--- src/gcg_defines.vh ---
// constants for the graphics host configuration glue
`ifndef GCG_DEFINES_VH
`define GCG_DEFINES_VH
// i/o ports of the standard register set
`define GCG_P_MISC_W   16'h03c2
`define GCG_P_ISR0     16'h03c2
`define GCG_P_MISC_R   16'h03cc
`define GCG_P_FC_W     16'h03da
`define GCG_P_FC_R     16'h03ca
`define GCG_P_CRT_I    16'h03d4
`define GCG_P_CRT_D    16'h03d5
`define GCG_CRT_IRQCLR 8'h11
// palette ports, normal and extension window
`define GCG_P_PAL_MASK 16'h03c6
`define GCG_P_PAL_STAT 16'h03c7
`define GCG_P_PAL_WIDX 16'h03c8
`define GCG_P_PAL_DATA 16'h03c9
`define GCG_P_PALX_LO  16'h83c6
`define GCG_P_PALX_ST  16'h83c7
`define GCG_P_PALX_HI  16'h83c9
`define GCG_DAC_RDMODE 2'h3
`define GCG_DAC_WRMODE 2'h0
// extension unlock ports and bits, extension index/data ports
`define GCG_P_EXT_A    16'h46e8
`define GCG_B_EXT_A    4
`define GCG_P_EXT_B    16'h0103
`define GCG_B_EXT_B    7
`define GCG_P_XIDX     16'h03d6
`define GCG_P_XDAT     16'h03d7
// extension register indices
`define GCG_XR_ENABLE  8'h00
`define GCG_XR_SWITCH  8'h01
`define GCG_XR_GPO     8'h02
`define GCG_XR_DEFV    8'h03
`define GCG_XR_VCTL    8'h04
`define GCG_XR_FRAME   8'h05
// field positions
`define GCG_EN_IDCHK   4
`define GCG_EN_PALX    5
`define GCG_VC_FORCE   0
`define GCG_VC_IRQPOL  7
`define GCG_FR_IRQEN   7
// rom window is addr[19:15] == this value (c0000-c7fff)
`define GCG_ROM_BASE   5'h18
// cycles the muxed switch pins get to settle after address phase
`define GCG_SETTLE     2'h2
// general purpose output modes
`define GCG_GP_NORMAL  2'h0
`define GCG_GP_HIZ     2'h1
`define GCG_GP_LOW     2'h2
`define GCG_GP_HIGH    2'h3
// reset values
`define GCG_RST_BYTE   8'h00
`endif

--- src/gcg_host_glue.v ---
// host bus glue and configuration logic of the graphics controller
`timescale 1ns/1ns
`include "gcg_defines.vh"
module gcg_host_glue (
   input  wire        clk,                 // 20 mhz system clock
   input  wire        rst_n,               // synchronous reset
   input  wire        busIsPc,             // strap: 1 pc/at, 0 channel
   input  wire [19:0] hostAddr,            // address, switches on 18:16
   input  wire [15:0] hostDataIn,          // data from host bus
   input  wire        ioReadStrobe_n,      // i/o read or channel cmd
   input  wire        ioWriteStrobe_n,     // i/o write
   input  wire        memRead_n,           // memory read or status 1
   input  wire        memWrite_n,          // memory write or status 0
   input  wire        byteHigh_n,          // byte-high enable, switch
   input  wire        memoryNotIo,         // aen or memory/io, switch
   input  wire        controllerDisable_n, // refresh or disable, switch
   input  wire        highAddressHit,      // high address decode, switch
   input  wire        featureIn0,          // feature connector input 0
   input  wire        featureIn1,          // feature connector input 1
   input  wire        vsync,               // frame sync from crt timing
   input  wire [3:0]  gpNormal,            // normal functions of gp pins
   output reg         addrEnable_n,        // 0 address phase, 1 data
   output reg         readHigh_n,          // high transceiver direction
   output reg         readLow_n,           // low transceiver direction
   output reg  [15:0] hostDataOut,         // read data to host
   output reg         hostDataOe,          // drive read data
   output reg         rdyOut,              // ready level
   output reg         rdyOe,               // ready driven
   output reg         ioWide_n,            // word-capable i/o cycle
   output reg         romSelect_n,         // rom chip select
   output reg         paletteRead_n,       // palette read strobe
   output reg         paletteWrite_n,      // palette write strobe
   output reg         irqOut,              // frame interrupt pin
   output reg  [2:0]  dotClockEnable,      // one-hot dot clock pick
   output reg         gpOutA,              // general output a (trap)
   output reg         gpOutAOe,            // drive enable a
   output reg         gpOutB,              // general output b
   output reg         gpOutBOe,            // drive enable b
   output reg         gpOutC,              // general output c
   output reg         gpOutCOe,            // drive enable c
   output reg         gpOutD,              // general output d
   output reg         gpOutDOe,            // drive enable d
   output reg         videoForce,          // hold video at default
   output reg  [7:0]  videoDefault,        // forced video value
   output reg         featureOut0_n,       // feature output 0
   output reg         featureOut1_n,       // feature output 1
   output reg         extActive            // extensions unlocked
);
   localparam ST_IDLE = 2'h0;
   localparam ST_WAIT = 2'h1;
   localparam ST_DATA = 2'h2;
   localparam ST_END  = 2'h3;
   localparam PW = 47;

   reg [PW-1:0] pinS1_q;
   reg [PW-1:0] pinS2_q;
   reg          busPc_q;
   reg [1:0]    state_q;
   reg [1:0]    settle_q;
   reg [19:0]   cyAddr_q;
   reg          cyRead_q;
   reg          cyIo_q;
   reg          cyWide_q;
   reg          cyHit_q;
   reg          cyBcast_q;
   reg          extA_q;
   reg          extB_q;
   reg [7:0]    misc_q;
   reg [7:0]    fc_q;
   reg [7:0]    crtIdx_q;
   reg [7:0]    xIdx_q;
   reg [7:0]    xEnable_q;
   reg [7:0]    xSwitch_q;
   reg [7:0]    xGpo_q;
   reg [7:0]    xDefv_q;
   reg [7:0]    xVctl_q;
   reg [7:0]    xFrame_q;
   reg [1:0]    dacState_q;
   reg          vsyncPrev_q;
   reg [4:0]    frameCnt_q;
   reg          irqPend_q;
   integer      i;

   // synchronised pin copies
   wire [19:0] sAddr  = pinS2_q[19:0];
   wire [15:0] sData  = pinS2_q[35:20];
   wire        sIoR_n = pinS2_q[36];
   wire        sIoW_n = pinS2_q[37];
   wire        sMemR_n = pinS2_q[38];
   wire        sMemW_n = pinS2_q[39];
   wire        sBhe_n = pinS2_q[40];
   wire        sMio   = pinS2_q[41];
   wire        sDis_n = pinS2_q[42];
   wire        sHit   = pinS2_q[43];
   wire        sStrap = pinS2_q[44];
   wire        sFin0  = pinS2_q[45];
   wire        sFin1  = pinS2_q[46];

   wire extOn    = extA_q & extB_q;
   wire selected = ~xEnable_q[`GCG_EN_IDCHK] |
                   (xEnable_q[3:0] == xSwitch_q[3:0]);
   wire palExt   = xEnable_q[`GCG_EN_PALX];

   reg  strobeAct;
   reg  isRead;
   reg  isWrite;
   reg  isIo;
   reg  isMem;
   reg  ioClaim;
   reg  romClaim;
   reg  bcast;
   reg  palette_read_n;
   reg  palette_write_n;

   // port set this controller answers on
   function ourPort;
      input [15:0] a;
      begin
         case (a)
            `GCG_P_MISC_W, `GCG_P_MISC_R, `GCG_P_FC_W, `GCG_P_FC_R,
            `GCG_P_CRT_I, `GCG_P_CRT_D, `GCG_P_PAL_STAT,
            `GCG_P_EXT_A, `GCG_P_EXT_B, `GCG_P_XIDX,
            `GCG_P_XDAT: ourPort = 1'b1;
            default: ourPort = 1'b0;
         endcase
      end
   endfunction

   // palette window match; reads skip the state port
   function palPort;
      input [15:0] a;
      input        rd;
      input        ext;
      begin
         palPort = ((a >= `GCG_P_PAL_MASK) && (a <= `GCG_P_PAL_DATA) &&
                    !(rd && a == `GCG_P_PAL_STAT)) ||
                   (ext && (a >= `GCG_P_PALX_LO) &&
                    (a <= `GCG_P_PALX_HI) &&
                    !(rd && a == `GCG_P_PALX_ST));
      end
   endfunction

   // extension register read
   function [7:0] xrRead;
      input [7:0] idx;
      begin
         case (idx)
            `GCG_XR_ENABLE: xrRead = xEnable_q;
            `GCG_XR_SWITCH: xrRead = xSwitch_q;
            `GCG_XR_GPO:    xrRead = xGpo_q;
            `GCG_XR_DEFV:   xrRead = xDefv_q;
            `GCG_XR_VCTL:   xrRead = xVctl_q;
            `GCG_XR_FRAME:  xrRead = xFrame_q;
            default:        xrRead = `GCG_RST_BYTE;
         endcase
      end
   endfunction

   // i/o register read, one byte lane
   function [7:0] rdReg;
      input [15:0] a;
      begin
         case (a)
            `GCG_P_ISR0:     rdReg = {1'b0, sFin1, sFin0, 5'h00};
            `GCG_P_MISC_R:   rdReg = misc_q;
            `GCG_P_FC_R:     rdReg = fc_q;
            `GCG_P_CRT_I:    rdReg = crtIdx_q;
            `GCG_P_PAL_STAT: rdReg = {6'h00, dacState_q};
            `GCG_P_EXT_A:    rdReg = {3'h0, extA_q, 4'h0};
            `GCG_P_EXT_B:    rdReg = {extB_q, 7'h00};
            `GCG_P_XIDX:     rdReg = xIdx_q;
            `GCG_P_XDAT:     rdReg = xrRead(xIdx_q);
            default:         rdReg = `GCG_RST_BYTE;
         endcase
      end
   endfunction

   // two-flop synchronisers on the host bus, strap and feature pin inputs
   always @(posedge clk) begin
      pinS1_q <= {featureIn1, featureIn0, busIsPc, highAddressHit,
                  controllerDisable_n, memoryNotIo, byteHigh_n,
                  memWrite_n, memRead_n, ioWriteStrobe_n,
                  ioReadStrobe_n, hostDataIn, hostAddr};
      pinS2_q <= pinS1_q;
   end

   // cycle decode for both bus protocols
   always @* begin
      if (busPc_q) begin
         strobeAct = ~sIoR_n | ~sIoW_n | ~sMemR_n | ~sMemW_n;
         isRead    = ~sIoR_n | ~sMemR_n;
         isWrite   = ~sIoW_n | ~sMemW_n;
         isIo      = (~sIoR_n | ~sIoW_n) & ~sMio;
         isMem     = ~sMemR_n | ~sMemW_n;
      end else begin
         strobeAct = ~sIoR_n;
         isRead    = ~sMemR_n & sMemW_n;
         isWrite   = sMemR_n & ~sMemW_n;
         isIo      = ~sMio;
         isMem     = sMio;
      end
      ioClaim  = isIo & (ourPort({sAddr[15:1], 1'b0}) |
                 ourPort({sAddr[15:1], 1'b1}) |
                 palPort(sAddr[15:0], isRead, palExt));
      romClaim = busPc_q & isMem & isRead &
                 (sAddr[19:15] == `GCG_ROM_BASE);
      bcast    = isIo & isWrite & (sAddr[15:1] == `GCG_P_XIDX >> 1 |
                 sAddr[15:0] == `GCG_P_EXT_A |
                 sAddr[15:0] == `GCG_P_EXT_B);
      palette_read_n    = cyIo_q & cyRead_q &
                 palPort(cyAddr_q[15:0], 1'b1, palExt);
      palette_write_n    = cyIo_q & ~cyRead_q &
                 palPort(cyAddr_q[15:0], 1'b0, palExt);
   end

   // strap capture while reset is held
   always @(posedge clk) begin
      if (!rst_n)
         busPc_q <= sStrap;
   end

   // bus cycle sequencer and register writes
   always @(posedge clk) begin
      if (!rst_n) begin
         state_q   <= ST_IDLE;
         settle_q  <= 2'h0;
         cyAddr_q  <= 20'h00000;
         cyRead_q  <= 1'b0;
         cyIo_q    <= 1'b0;
         cyWide_q  <= 1'b0;
         cyHit_q   <= 1'b0;
         cyBcast_q <= 1'b0;
         extA_q    <= 1'b0;
         extB_q    <= 1'b0;
         misc_q    <= `GCG_RST_BYTE;
         fc_q      <= `GCG_RST_BYTE;
         crtIdx_q  <= `GCG_RST_BYTE;
         xIdx_q    <= `GCG_RST_BYTE;
         xEnable_q <= `GCG_RST_BYTE;
         xSwitch_q <= `GCG_RST_BYTE;
         xGpo_q    <= `GCG_RST_BYTE;
         xDefv_q   <= `GCG_RST_BYTE;
         xVctl_q   <= `GCG_RST_BYTE;
         xFrame_q  <= `GCG_RST_BYTE;
         dacState_q <= `GCG_DAC_WRMODE;
      end else begin
         case (state_q)
            ST_IDLE: begin
               if (strobeAct) begin
                  cyAddr_q  <= sAddr;
                  cyRead_q  <= isRead;
                  cyIo_q    <= isIo;
                  cyWide_q  <= ~sBhe_n;
                  cyHit_q   <= sDis_n & selected &
                               (isRead | isWrite) &
                               (ioClaim | romClaim);
                  cyBcast_q <= sDis_n & bcast;
                  settle_q  <= 2'h0;
                  state_q   <= ST_WAIT;
               end
            end
            ST_WAIT: begin
               settle_q <= settle_q + 2'h1;
               if (settle_q == `GCG_SETTLE)
                  state_q <= ST_DATA;
            end
            ST_DATA: begin
               if (cyRead_q && strobeAct)
                  xSwitch_q <= {1'b0, sDis_n, sMio, sHit, sBhe_n,
                                sAddr[18:16]};
               if (!cyRead_q && cyIo_q && (cyHit_q || cyBcast_q)) begin
                  for (i = 0; i < 2; i = i + 1) begin
                     if ((i == 0) ? ~cyAddr_q[0]
                                  : (cyAddr_q[0] | cyWide_q)) begin
                        case ({cyAddr_q[15:1], i[0]})
                           `GCG_P_EXT_A:
                              extA_q <= sData[8*i+`GCG_B_EXT_A];
                           `GCG_P_EXT_B:
                              extB_q <= sData[8*i+`GCG_B_EXT_B];
                           `GCG_P_XIDX:
                              xIdx_q <= sData[8*i +: 8];
                           `GCG_P_XDAT:
                              if (extOn && (cyHit_q ||
                                  xIdx_q == `GCG_XR_ENABLE))
                                 case (xIdx_q)
                                    `GCG_XR_ENABLE:
                                       xEnable_q <= sData[8*i +: 8];
                                    `GCG_XR_GPO:
                                       xGpo_q <= sData[8*i +: 8];
                                    `GCG_XR_DEFV:
                                       xDefv_q <= sData[8*i +: 8];
                                    `GCG_XR_VCTL:
                                       xVctl_q <= sData[8*i +: 8];
                                    `GCG_XR_FRAME:
                                       xFrame_q <= sData[8*i +: 8];
                                    default: ;
                                 endcase
                           `GCG_P_MISC_W:
                              if (cyHit_q) misc_q <= sData[8*i +: 8];
                           `GCG_P_FC_W:
                              if (cyHit_q) fc_q <= sData[8*i +: 8];
                           `GCG_P_CRT_I:
                              if (cyHit_q) crtIdx_q <= sData[8*i +: 8];
                           `GCG_P_PAL_STAT:
                              if (cyHit_q) dacState_q <= `GCG_DAC_RDMODE;
                           `GCG_P_PAL_WIDX:
                              if (cyHit_q) dacState_q <= `GCG_DAC_WRMODE;
                           default: ;
                        endcase
                     end
                  end
               end
               state_q <= ST_END;
            end
            ST_END: begin
               if (!strobeAct)
                  state_q <= ST_IDLE;
            end
            default: state_q <= ST_IDLE;
         endcase
      end
   end

   // host-facing strobes, ready, transceivers and read data
   always @(posedge clk) begin
      if (!rst_n) begin
         addrEnable_n   <= 1'b0;
         readHigh_n     <= 1'b1;
         readLow_n      <= 1'b1;
         hostDataOut    <= 16'h0000;
         hostDataOe     <= 1'b0;
         rdyOut         <= 1'b1;
         rdyOe          <= 1'b0;
         ioWide_n       <= 1'b1;
         romSelect_n    <= 1'b1;
         paletteRead_n  <= 1'b1;
         paletteWrite_n <= 1'b1;
      end else begin
         addrEnable_n   <= (state_q != ST_IDLE);
         rdyOe          <= cyHit_q & (state_q != ST_IDLE);
         rdyOut         <= (state_q == ST_DATA) | (state_q == ST_END);
         ioWide_n       <= ~(busPc_q & cyHit_q & cyIo_q &
                             (state_q != ST_IDLE));
         romSelect_n    <= ~(cyHit_q & ~cyIo_q &
                             (state_q != ST_IDLE));
         paletteRead_n  <= ~(cyHit_q & palette_read_n &
                             (state_q == ST_DATA || state_q == ST_END));
         paletteWrite_n <= ~(cyHit_q & palette_write_n &
                             (state_q == ST_DATA || state_q == ST_END));
         readLow_n      <= ~(cyHit_q & cyRead_q & busPc_q &
                             (state_q != ST_IDLE));
         readHigh_n     <= ~(cyHit_q & cyRead_q & busPc_q & cyWide_q &
                             (state_q != ST_IDLE));
         hostDataOe     <= cyHit_q & cyRead_q & cyIo_q & ~palette_read_n &
                           (state_q == ST_DATA || state_q == ST_END);
         hostDataOut    <= {rdReg({cyAddr_q[15:1], 1'b1}),
                            rdReg({cyAddr_q[15:1], 1'b0})};
      end
   end

   // frame counter and sticky frame interrupt, set wins over clear
   always @(posedge clk) begin
      if (!rst_n) begin
         vsyncPrev_q <= 1'b0;
         frameCnt_q  <= 5'h00;
         irqPend_q   <= 1'b0;
         irqOut      <= 1'b0;
      end else begin
         vsyncPrev_q <= vsync;
         if (!xFrame_q[`GCG_FR_IRQEN])
            frameCnt_q <= 5'h00;
         else if (vsync && !vsyncPrev_q)
            frameCnt_q <= (frameCnt_q == xFrame_q[4:0]) ? 5'h00
                          : frameCnt_q + 5'h01;
         if (xFrame_q[`GCG_FR_IRQEN] && vsync && !vsyncPrev_q &&
             frameCnt_q == xFrame_q[4:0])
            irqPend_q <= 1'b1;
         else if (state_q == ST_DATA && cyHit_q && cyIo_q &&
                  !cyRead_q && crtIdx_q == `GCG_CRT_IRQCLR &&
                  cyAddr_q[15:1] == (`GCG_P_CRT_D >> 1) &&
                  (cyAddr_q[0] | cyWide_q))
            irqPend_q <= 1'b0;
         irqOut <= (irqPend_q & selected) ^
                   xVctl_q[`GCG_VC_IRQPOL];
      end
   end

   // configuration-driven outputs
   always @(posedge clk) begin
      if (!rst_n) begin
         dotClockEnable <= 3'h1;
         videoForce     <= 1'b0;
         videoDefault   <= `GCG_RST_BYTE;
         featureOut0_n  <= 1'b1;
         featureOut1_n  <= 1'b1;
         extActive      <= 1'b0;
      end else begin
         case (misc_q[3:2])
            2'h0:    dotClockEnable <= 3'h1;
            2'h1:    dotClockEnable <= 3'h2;
            default: dotClockEnable <= 3'h4;
         endcase
         videoForce    <= xVctl_q[`GCG_VC_FORCE];
         videoDefault  <= xDefv_q;
         featureOut0_n <= ~fc_q[0];
         featureOut1_n <= ~fc_q[1];
         extActive     <= extOn;
      end
   end

   // drive enable and value of one general purpose pin for its mode
   function [1:0] gpMode;
      input [1:0] m;
      input       n;
      begin
         case (m)
            `GCG_GP_NORMAL: gpMode = {1'b1, n};
            `GCG_GP_HIZ:    gpMode = 2'h0;
            `GCG_GP_LOW:    gpMode = 2'h2;
            default:        gpMode = 2'h3;
         endcase
      end
   endfunction

   // general purpose pin modes, one copy per pin
   wire [3:0] gpVal;
   wire [3:0] gpOe;
   genvar     g;
   generate
      for (g = 0; g < 4; g = g + 1) begin : gpPin
         assign {gpOe[g], gpVal[g]} = gpMode(xGpo_q[2*g +: 2], gpNormal[g]);
      end
   endgenerate

   // register the four general purpose pins
   always @(posedge clk) begin
      if (!rst_n) begin
         {gpOutD, gpOutC, gpOutB, gpOutA}         <= 4'h0;
         {gpOutDOe, gpOutCOe, gpOutBOe, gpOutAOe} <= 4'h0;
      end else begin
         {gpOutD, gpOutC, gpOutB, gpOutA}         <= gpVal;
         {gpOutDOe, gpOutCOe, gpOutBOe, gpOutAOe} <= gpOe;
      end
   end
endmodule // gcg_host_glue

--- config.mk ---
export PLATFORM = sky130hd
export DESIGN_NAME = gcg_host_glue
export DESIGN_NICKNAME = d
export VERILOG_FILES = /design/src/gcg_host_glue.v
export VERILOG_INCLUDE_DIRS = /design/src
export SDC_FILE = /design/constraint.sdc
export NUM_CORES = 1
export LEC_CHECK = 0
export ABC_AREA = 1
export CAP_MARGIN = 20
export CORE_AREA = 5 5 131 133
export DETAILED_ROUTE_END_ITERATION = 8
export DIE_AREA = 0 0 136 138
export DONT_BUFFER_PORTS = 1
export HOLD_SLACK_MARGIN = 0.02
export PLACE_DENSITY_LB_ADDON = 0.3
export SETUP_SLACK_MARGIN = 0.4
export SLEW_MARGIN = 20
export SYNTH_ARGS = -nofsm -noshare
export SYNTH_HDL_FRONTEND = slang
export SYNTH_SLANG_ARGS = --single-unit
--- constraint.sdc ---
create_clock -name clk -period 2.26 [get_ports clk]
set_input_delay 0.452 -clock clk [delete_from_list [all_inputs] [get_ports clk]]
set_output_delay 0.452 -clock clk [all_outputs]
set_load 0.01 [all_outputs]
==> results of run 1 <==
==> final cells by class <==
type / count / share of cell area, %
Clock buffer: 31 / 5.97
Tap cell: 216 / 2.27
Multi-Input combinational cell: 739 / 33.8
Inverter: 146 / 4.68
Timing Repair Buffer: 101 / 7.81
Sequential cell: 260 / 44.0
Clock inverter: 17 / 1.51
==> registers in the layout, summed over array words and instances (netlist names), 16 cells and up <==
register,flops
cyAddr_q,16
hostDataOut,16
pinS1_q,47
pinS2_q,47
==> how the worst max path moves through the flow <==
stage / depth (start not counted) / slack (ps) / endpoint / startpoint
after global routing: 9 / 270 / hostDataOut[8] / xIdx_q[4]
after floorplan: 10 / 540 / misc_q[5] / state_q[0]
after global placement: 10 / 320 / xDefv_q[5] / state_q[0]
after detailed placement: 10 / 270 / xFrame_q[2] / state_q[0]
final: 9 / 340 / hostDataOut[8] / xIdx_q[5]
after CTS: 10 / 390 / xFrame_q[2] / state_q[0]
==> power by group through the flow <==
| stage | Sequential (uW) | Clock, uW | Combinational [uW] |
|---|---|---|---|
| after floorplan | 5150 | 0 | 819 |
| after detailed placement | 5220 | 0 | 1030 |
| after global placement | 5210 | 0 | 999 |
| final | 5170 | 4350 | 1230 |
| after CTS | 5120 | 4370 | 1130 |
| after global routing | 5210 | 4590 | 1380 |
==> stage by stage <==
step                std cells  worst slack [ps]  hold WS (ps)  area [um2]  util (%)
global route             1510               267          37.8       11900      75.6
global placement         1371               320           310        9930      63.2
floorplan                1175               536           310        9750         -
finish                   1510               337          41.4       11900      75.6
detailed placement       1371               265           312        9930      63.2
CTS                      1484               393          25.7       11500      73.3
==> synthesized netlist by cell type, types with 4 or more instances <==
library cell / number
a211oi_1: 15
nor2_2: 5
a211oi_2: 4
nor2_1: 129
inv_2: 5
nand2_2: 5
o211ai_1: 5
nand3_1: 78
nand4_1: 20
nor3_1: 27
buf_6: 5
dfxtp_1: 259
nand2_1: 192
xnor2_1: 6
inv_1: 139
nor2_4: 11
o21ai_0: 92
o22ai_1: 7
nor4_1: 7
xor2_1: 6
a21oi_1: 88
clkbuf_1: 21
ha_1: 14
==> timing repair <==
item / 4_1_cts / 5_1_grt
hold buffers: 48 / 0
pin swaps: 9 / 24
cloned: 3 / 2
endpoints found under the setup margin: 50 / 90
hold endpoints to repair: 50 / 0
buffers inserted: 14 / 24
gates resized for setup: 16 / 70
==> layer usage <==
layer | up-vias | global-route usage, % | routed length (um)
met5 | - | 0 | 0
met4 | 0 | 9.07 | 961
met3 | 78 | 4.86 | 2000
met2 | 396 | 41.2 | 12200
met1 | 3897 | 35.5 | 10400
li1 | 4048 | - | -
==> kinds of logic (layout without fill, tap and decap cells) <==
group | count (synthesis) | count (layout) | synth area share (%)
AOI/OAI and AO/OA | 218 | 220 | 12.3
xor gates and xnor gates | 12 | 12 | 1.08
adders and majority gates | 14 | 14 | 1.80
buffers and inverters | 178 | 295 | 7.49
DFF | 260 | 260 | 53.5
and+or+nand+nor | 493 | 493 | 23.8
==> flow_metrics.py, run 1 <==
metrics = {
    "synth": {
        "synth_seq_cells": 260,
        "synthArstFlopShare_pct": 0,
        "synthTopCellsByArea": "dfxtp_1 53%, nand2_1 7.4%, inv_1 5.4%",
        "synth_top_area_cell": "dfxtp_1",
        "synth_edf_count": 1,
        "synth_warnings": 0,
        "ys_seq_area_share_pct": 53.5,
        "synth.cell_area_mm2": 0.00975,
        "ys.flop_type": "dfxtp_1",
        "yosysTopAreaCellShare_pct": 53.2,
        "synth_cell_types": 49,
        "syn_area_per_cell_um2": 8.30,
        "syn_nets": 1243,
        "synth_cells": 1175,
    },
    "setup_path": {
        "reg2reg_from": "xIdx_q[5]",
        "crit_buf_inv": 0,
        "crit_family": "simple AND/OR/NAND/NOR gates",
        "crit_path_cell_trace": "nor2_4 > nand3_2 > nor2_4 > nand3_2 > o21ai_0 > nor2_1 > nand2_1 > nand2_1 > a21oi_1",
        "critPathCaptureType": "flip-flop",
        "rrSetupSlack_ps": 340,
        "arrival_ps": 2370,
        "max_stage_delay_ps": 440,
        "crit_path_start_kind": "flip-flop",
        "critPathKind": "reg2reg",
        "reg2reg_depth": 9,
        "cp_max_fo": 8,
        "reg2reg_to": "hostDataOut[8]",
        "critPathSlowestCell": "o21ai_0",
        "required_ps": 2710,
    },
    "run_status": {
        "status": "complete, no violations",
    },
    "power": {
        "power_uw": 10800,
        "p_switching_uw": 2960,
        "pwr_density_cell_mw_per_mm2": 905,
        "p_comb_share_pct": 11.5,
        "irDropWorstVdd_uv": 774,
        "seq_power_share_pct": 48.1,
        "clkPwrFrac_pct": 40.5,
        "p_sw_share_pct": 27.5,
        "p_int_uw": 7790,
        "p_leak_uw": 0.00482,
    },
    "placement": {
        "place_hpwl_um": 16100,
        "port_buffers": 0,
        "gp_congestion": 0.927,
    },
    "grt": {
        "grt_first_pass_wirelength_um": 40500,
        "grt_use_total_pct": 26.0,
        "grt_pass1_vias": 8049,
        "grt_max_degree": 77,
        "gr-total-overflow": 0,
        "antenna_found_initial": 0,
    },
    "cells_and_area": {
        "multi_input_comb_area_mm2": 0.00402,
        "n_fill_cell": 1077,
        "syn_to_final_growth_pct": 21.9,
        "finalNetCount": 1342,
        "final_common_cell": "dfxtp_1",
        "final_cell_mix": "253 x dfxtp_1, 186 x nand2_1, 127 x inv_1",
        "ff_latch_area_mm2": 0.00522,
        "n_antenna_cell": 0,
        "drive_above_1_share_pct": 15.4,
    },
    "timing": {
        "period_share_pct": 85.1,
        "fmax_ghz": 0.520,
        "period_needed_ps": 1920,
        "tns_ps": 0,
        "setup_viol": 0,
        "finalMaxSlewViolations": 0,
        "skew_ps": 15.9,
        "hold_viol_final": 0,
        "rsz0062_at_grt": "true",
        "tightest_slew_ps": 539,
        "relSlewSlack_pct": 63.9,
    },
    "job": {
        "drv_cap": 0,
    },
    "clock_tree": {
        "clockRootBuffer": "clkbuf_16",
        "cts_max_level": 1,
        "clock_sinks": 260,
        "clk_pin_slew_ps": 70,
        "clock_latency_ps": 530,
        "clockBufferDepth": 3,
        "cts_tree": "done",
        "cts_buffers": 26,
    },
    "floorplan": {
        "die-area_mm2": 0.0188,
        "num_rows": 46,
        "core_area_mm2": 0.0157,
        "die_h_um": 138,
        "dieWidth_um": 136,
        "start_util_pct": 62.0,
        "io_pins": 104,
    },
    "routing": {
        "ant_nets": 0,
        "drt-total-wl_um": 25600,
        "wl_per_cell_um": 16.9,
        "drt_iter0_drc": 853,
        "via_count": 8419,
        "drc": 0,
        "avgViaCountPerCell": 5.58,
        "firstDrtPassIters": 5,
    },
    "min_path": {
        "whs_path_depth": 1,
        "hp-start": "rst_n",
        "hold_end": "dotClockEnable[0]",
        "hold_class": "in2reg",
    },
}
Note: power is estimated with default switching activity, not from simulation.
==> inputs of run 2 (changes only) <==
--- a/config.mk
+++ b/config.mk
@@ -8,9 +8,9 @@
 export LEC_CHECK = 0
 export ABC_AREA = 1
 export CAP_MARGIN = 20
-export CORE_AREA = 5 5 131 133
+export CORE_AREA = 5 5 129 131
 export DETAILED_ROUTE_END_ITERATION = 8
-export DIE_AREA = 0 0 136 138
+export DIE_AREA = 0 0 134 136
 export DONT_BUFFER_PORTS = 1
 export HOLD_SLACK_MARGIN = 0.02
 export PLACE_DENSITY_LB_ADDON = 0.3
==> constraint.sdc (replaced) <==
create_clock -name clk -period 2.5 [get_ports clk]
set_input_delay 0.5 -clock clk [delete_from_list [all_inputs] [get_ports clk]]
set_output_delay 0.5 -clock clk [all_outputs]
set_load 0.01 [all_outputs]
==> run 2 against run 1 <==
  * Count of clock-buffer cells in the layout is 8 higher
  * Cell area is 4.6% lower
  * Critical path depth stayed put
  * Wire length is 8.9% lower
  * Global-route usage is 0.71 points lower
  * Sequential share of layout area is 2.1 points higher
  * Critical endpoint is now xFrame_q[0]
==> flow_metrics.py, run 2 (synthesized netlist as in run 1, its figures left out) <==
metrics = {
    "power": {
        "p_sw_share_pct": 26.1,
        "irDropWorstVdd_uv": 921,
        "clkPwrFrac_pct": 41.0,
        "p_leak_uw": 0.00456,
        "pwr_density_cell_mw_per_mm2": 843,
        "power_uw": 9560,
        "p_comb_share_pct": 10.5,
        "p_int_uw": 7060,
        "seq_power_share_pct": 48.5,
        "p_switching_uw": 2490,
    },
    "timing": {
        "tns_ps": 0,
        "skew_ps": 19.5,
        "setup_viol": 0,
        "fmax_ghz": 0.506,
        "rsz0062_at_grt": "false",
        "finalMaxSlewViolations": 0,
        "period_share_pct": 79.1,
        "setup_ws_ps": 524,
        "tightest_slew_ps": 632,
        "relSlewSlack_pct": 57.8,
        "period_needed_ps": 1980,
        "hold_viol_final": 0,
    },
    "placement": {
        "port_buffers": 0,
        "gp_congestion": 0.920,
        "place_ws_ps": 451,
        "placedInstanceArea_mm2": 0.00986,
        "place_hpwl_um": 15600,
    },
    "routing": {
        "via_count": 8002,
        "firstDrtPassIters": 5,
        "drt-total-wl_um": 23300,
        "ant_nets": 0,
        "drc": 0,
        "wl_per_cell_um": 16.1,
        "drt_iter0_drc": 790,
        "avgViaCountPerCell": 5.53,
    },
    "clock_tree": {
        "cts_max_level": 1,
        "cts_buffers": 26,
        "clockBufferDepth": 3,
        "clockRootBuffer": "clkbuf_16",
        "cts_tree": "done",
        "clock_sinks": 260,
        "clock_latency_ps": 540,
        "clk_pin_slew_ps": 60,
    },
    "floorplan": {
        "start_util_pct": 63.0,
        "io_pins": 104,
        "core_area_mm2": 0.0155,
        "num_rows": 46,
        "die-area_mm2": 0.0182,
        "dieWidth_um": 134,
        "die_h_um": 136,
    },
    "grt": {
        "antenna_found_initial": 0,
        "gr-total-overflow": 0,
        "grt_max_degree": 79,
        "grt_pass1_vias": 7518,
        "grt_use_total_pct": 25.2,
        "grt_first_pass_wirelength_um": 37700,
    },
    "cells_and_area": {
        "fin_util_pct": 73.2,
        "drive_above_1_share_pct": 8.84,
        "finalNetCount": 1303,
        "syn_to_final_growth_pct": 16.2,
        "final_common_cell": "dfxtp_1",
        "n_antenna_cell": 0,
        "final_cell_mix": "259 x dfxtp_1, 191 x nand2_1, 139 x inv_1",
        "top_regs": "pinS1_q (47), pinS2_q (47)",
        "final_area_mm2": 0.0113,
    },
    "setup_path": {
        "critPathKind": "reg2reg",
        "critPathSlowestCell": "o21a_2",
        "max_stage_delay_ps": 380,
        "crit_path_cell_trace": "inv_1 > ha_1 > nand3_1 > nor2_2 > nand2_1 > nor2_2 > o21a_2 > nand3_1 > a21oi_1",
        "cp_max_fo": 15,
        "critPathCaptureType": "flip-flop",
        "crit_path_start_kind": "flip-flop",
        "required_ps": 2950,
        "arrival_ps": 2420,
    },
    "run_status": {
        "status": "complete, no violations",
    },
    "min_path": {
        "hold_class": "in2reg",
    },
    "job": {
        "drv_cap": 0,
    },
}
## run 2: changes by cell type in the layout (fill, tap and decap cells not counted), moves of 6 or more
cell     delta
a21oi_1     +6
a21oi_2     -6
buf_4      -31
dfxtp_1     +6
dfxtp_2     -6
inv_1      +12
inv_2      -12
nand2_4     -6
nor2_4      -6
o21ai_0    +16
o21ai_1    -14
## run 2: what timing repair did
item	in CTS	in global routing
cloned	0	2
hold buffers	47	0
resized for setup	0	5
setup endpoints to repair	1	47
pin swaps	1	2
setup buffers	1	8
hold endpoints to repair	47	0
## run 2: final cells by class
cell class / count / area, um2
timing repair buffer: 62 / 596
multi-input combinational: 739 / 3840
fill: 1152 / 4150
sequential: 260 / 5220
clock inverter: 9 / 115
tap: 192 / 240
inverter: 146 / 556
clock buffer: 39 / 769
## run 2: final timing paths
| check | start | endpoint | slack, ps | cells past startpoint |
|---|---|---|---|---|
| hold reg to reg | pinS1_q[30] | pinS2_q[30] | 320 | 0 |
| setup reg to reg | state_q[0] | xFrame_q[0] | 520 | 9 |
| setup / recovery | state_q[0] | xFrame_q[0] | 520 | 9 |
| hold / removal | rst_n | rdyOut | 30 | 1 |
## run 2: power groups by stage
stage | clock network (uW) | logic [uW] | registers, uW
after floorplan | 0 | 741 | 4650
after global placement | 0 | 895 | 4710
after detailed placement | 0 | 920 | 4720
after CTS | 3950 | 990 | 4630
after global routing | 4170 | 1140 | 4680
final | 3920 | 1000 | 4640
## run 2: metal layers
metal	wire [um]	share of wire, %	track usage (%)
met5	0	0	0
met3	1870	8.0	4.85
met4	782	3.4	8.00
met2	11000	47	41.8
met1	9610	41	33.6
## run 2: per-stage QoR
stage	std cells	hold slack [ps]
after floorplan	1175	310
final	1447	34.4
after global placement	1341	310
after detailed placement	1341	312
after global routing	1447	30.8
after CTS	1437	29.1
## run 2: worst max-delay path, delay by kind of cell (launching register included)
family                   cells  cell delay, ps
AND/OR/NAND/NOR              5             700
buffers and inverters        1             100
AO/OA/AOI/OAI                2             540
adder cells (fa/ha/maj)      1             220
flip-flops                   1             330
==> inputs of run 3 (changes only) <==
--- a/config.mk
+++ b/config.mk
@@ -8,9 +8,9 @@
 export LEC_CHECK = 0
 export ABC_AREA = 1
 export CAP_MARGIN = 20
-export CORE_AREA = 5 5 129 131
+export CORE_AREA = 5 5 131 133
 export DETAILED_ROUTE_END_ITERATION = 8
-export DIE_AREA = 0 0 134 136
+export DIE_AREA = 0 0 136 138
 export DONT_BUFFER_PORTS = 1
 export HOLD_SLACK_MARGIN = 0.02
 export PLACE_DENSITY_LB_ADDON = 0.3
==> constraint.sdc (replaced) <==
create_clock -name clk -period 2 [get_ports clk]
set_input_delay 0.4 -clock clk [delete_from_list [all_inputs] [get_ports clk]]
set_output_delay 0.4 -clock clk [all_outputs]
set_load 0.01 [all_outputs]
==> run 3 against run 2 <==
  * The run now ends with negative setup slack left
  * Critical path depth down 1
  * Cell area up 15%
  * Setup slack worse by 610 ps
  * Count of clock-buffer cells in the layout down 8
  * Die area up 3.0%
  * Maximum frequency down 5.2%
  * Hold slack worse by 7.8 ps
  * Register-to-register slack worse by 610 ps
==> flow_metrics.py, run 3 (synthesized netlist as in run 1, its figures left out) <==
metrics = {
    "run_status": {
        "status": "finished, violations left",
        "violations": "negative setup slack",
    },
    "grt": {
        "grt_first_pass_wirelength_um": 43100,
        "gr-total-overflow": 0,
        "grt_pass1_vias": 8542,
        "grt_use_total_pct": 27.9,
        "antenna_found_initial": 2,
        "grt_max_degree": 39,
    },
    "routing": {
        "drc": 0,
        "avgViaCountPerCell": 6.21,
        "via_count": 9629,
        "drt-total-wl_um": 33500,
        "drt_iter0_drc": 1457,
        "wl_per_cell_um": 21.6,
        "ant_nets": 0,
        "firstDrtPassIters": 9,
    },
    "clock_tree": {
        "clockBufferDepth": 3,
        "clockRootBuffer": "clkbuf_16",
        "clk_pin_slew_ps": 70,
        "clock_sinks": 260,
        "cts_buffers": 24,
        "cts_max_level": 1,
        "clock_latency_ps": 530,
        "cts_tree": "done",
    },
    "timing": {
        "hold_viol_final": 0,
        "rsz0062_at_grt": "true",
        "skew_ps": 9.41,
        "tns_ps": -84.7,
        "setup_ws_ps": -84.7,
        "holdWs_ps": 26.6,
        "period_needed_ps": 2080,
        "setup_viol": 1,
        "finalMaxSlewViolations": 0,
        "period_share_pct": 104,
        "tightest_slew_ps": 692,
        "relSlewSlack_pct": 53.7,
        "fmax_ghz": 0.480,
    },
    "placement": {
        "gp_congestion": 0.900,
        "place_hpwl_um": 16800,
        "port_buffers": 0,
        "placedInstanceArea_mm2": 0.0101,
        "place_ws_ps": 89.3,
    },
    "floorplan": {
        "die_h_um": 138,
        "dieWidth_um": 136,
        "io_pins": 104,
        "num_rows": 46,
        "die-area_mm2": 0.0188,
        "start_util_pct": 62.0,
        "core_area_mm2": 0.0157,
    },
    "power": {
        "irDropWorstVdd_uv": 1050,
        "p_leak_uw": 0.00514,
        "pwr_density_cell_mw_per_mm2": 989,
    },
    "setup_path": {
        "required_ps": 2450,
        "critPathCaptureType": "flip-flop",
        "rrSetupSlack_ps": -80,
        "arrival_ps": 2530,
        "crit_path_start_kind": "flip-flop",
        "cp_max_fo": 4,
        "critPathKind": "reg2reg",
    },
    "cells_and_area": {
        "ff_latch_area_mm2": 0.00525,
        "drive_above_1_share_pct": 26.8,
        "syn_to_final_growth_pct": 33.4,
        "multi_input_comb_area_mm2": 0.00463,
        "final_area_mm2": 0.0130,
        "finalNetCount": 1387,
        "final_cell_mix": "236 x dfxtp_1, 152 x nand2_1, 121 x inv_1",
        "top_regs": "pinS1_q (47), pinS2_q (47)",
        "n_fill_cell": 816,
        "final_common_cell": "dfxtp_1",
    },
    "min_path": {
        "hold_class": "in2reg",
    },
    "job": {
        "drv_cap": 0,
    },
}
run 3: cell count changes in the layout (fill, tap and decap cells not counted), sizes merged:
cell / previous run / this run
nor2: 147 / 148
o21a: 3 / 2
inv: 145 / 144
clkbuf: 39 / 32
clkinvlp: 2 / 1
clkinv: 6 / 7
bufinv: 2 / 3
buf: 15 / 95
dlygate4sd3: 47 / 52
diode: 0 / 1
run 3: power by group:
group / switching [uW] / leakage [uW] / total (uW) / internal (uW)
Clock: 1980 / 0.000397 / 4720 / 2740
Combinational: 1390 / 0.00259 / 2200 / 819
Sequential: 386 / 0.00215 / 5940 / 5550
run 3: metal layers:
layer / routed length (um) / vias to the layer above / part of all wire, % / track usage [%]
li1: - / 4140 / - / -
met1: 11800 / 4406 / 35 / 35.4
met2: 15400 / 797 / 46 / 45.9
met3: 3920 / 284 / 12 / 5.77
met4: 2470 / 2 / 7.4 / 12.1
met5: 13 / - / 0.039 / 0
run 3: area by class of cell:
cell class              instances  share of cell area (%)
inverters                     146                    4.49
repair buffers                148                    11.2
clock inverters                 9                    1.07
well taps                     216                    2.08
multi-input cells             739                    35.6
flip-flops and latches        260                    40.4
clock buffers                  31                    5.13
diodes                          1                  0.0192
run 3: critical path, stage by stage, from the launching register on:
cell and delay, ps:
dfxtp_4 370, inv_4 70, buf_6 120, nand2_4 70
nor3_2 120, nand4_1 380, o21ai_1 540, nor3_1 140
nor2_1 190
run 3: what timing repair did:
action                                  CTS  global route
hold buffers                             52             1
cloned                                    4             2
gates resized for setup                  93           205
buffers inserted                         33            34
endpoints found under the setup margin  105           125
pin swaps                                51            53
endpoints found under the hold margin    84             6
run 3: worst paths after layout:
path                              startpoint        endpoint  cells past startpoint
worst max-delay path            cyAddr_q[12]  hostDataOut[4]                      8
worst min-delay path                   rst_n       misc_q[4]                      2
worst max register to register  cyAddr_q[12]  hostDataOut[4]                      8
worst min register to register   pinS1_q[11]     pinS2_q[11]                      0
run 3: stage by stage:
stage               instances  power (uW)  util [%]
floorplan                1175        6790         -
global placement         1383        7120      64.1
detailed placement       1383        7150      64.1
CTS                      1512       12100      76.7
global route             1550       13200      82.8
finish                   1550       12900      82.8
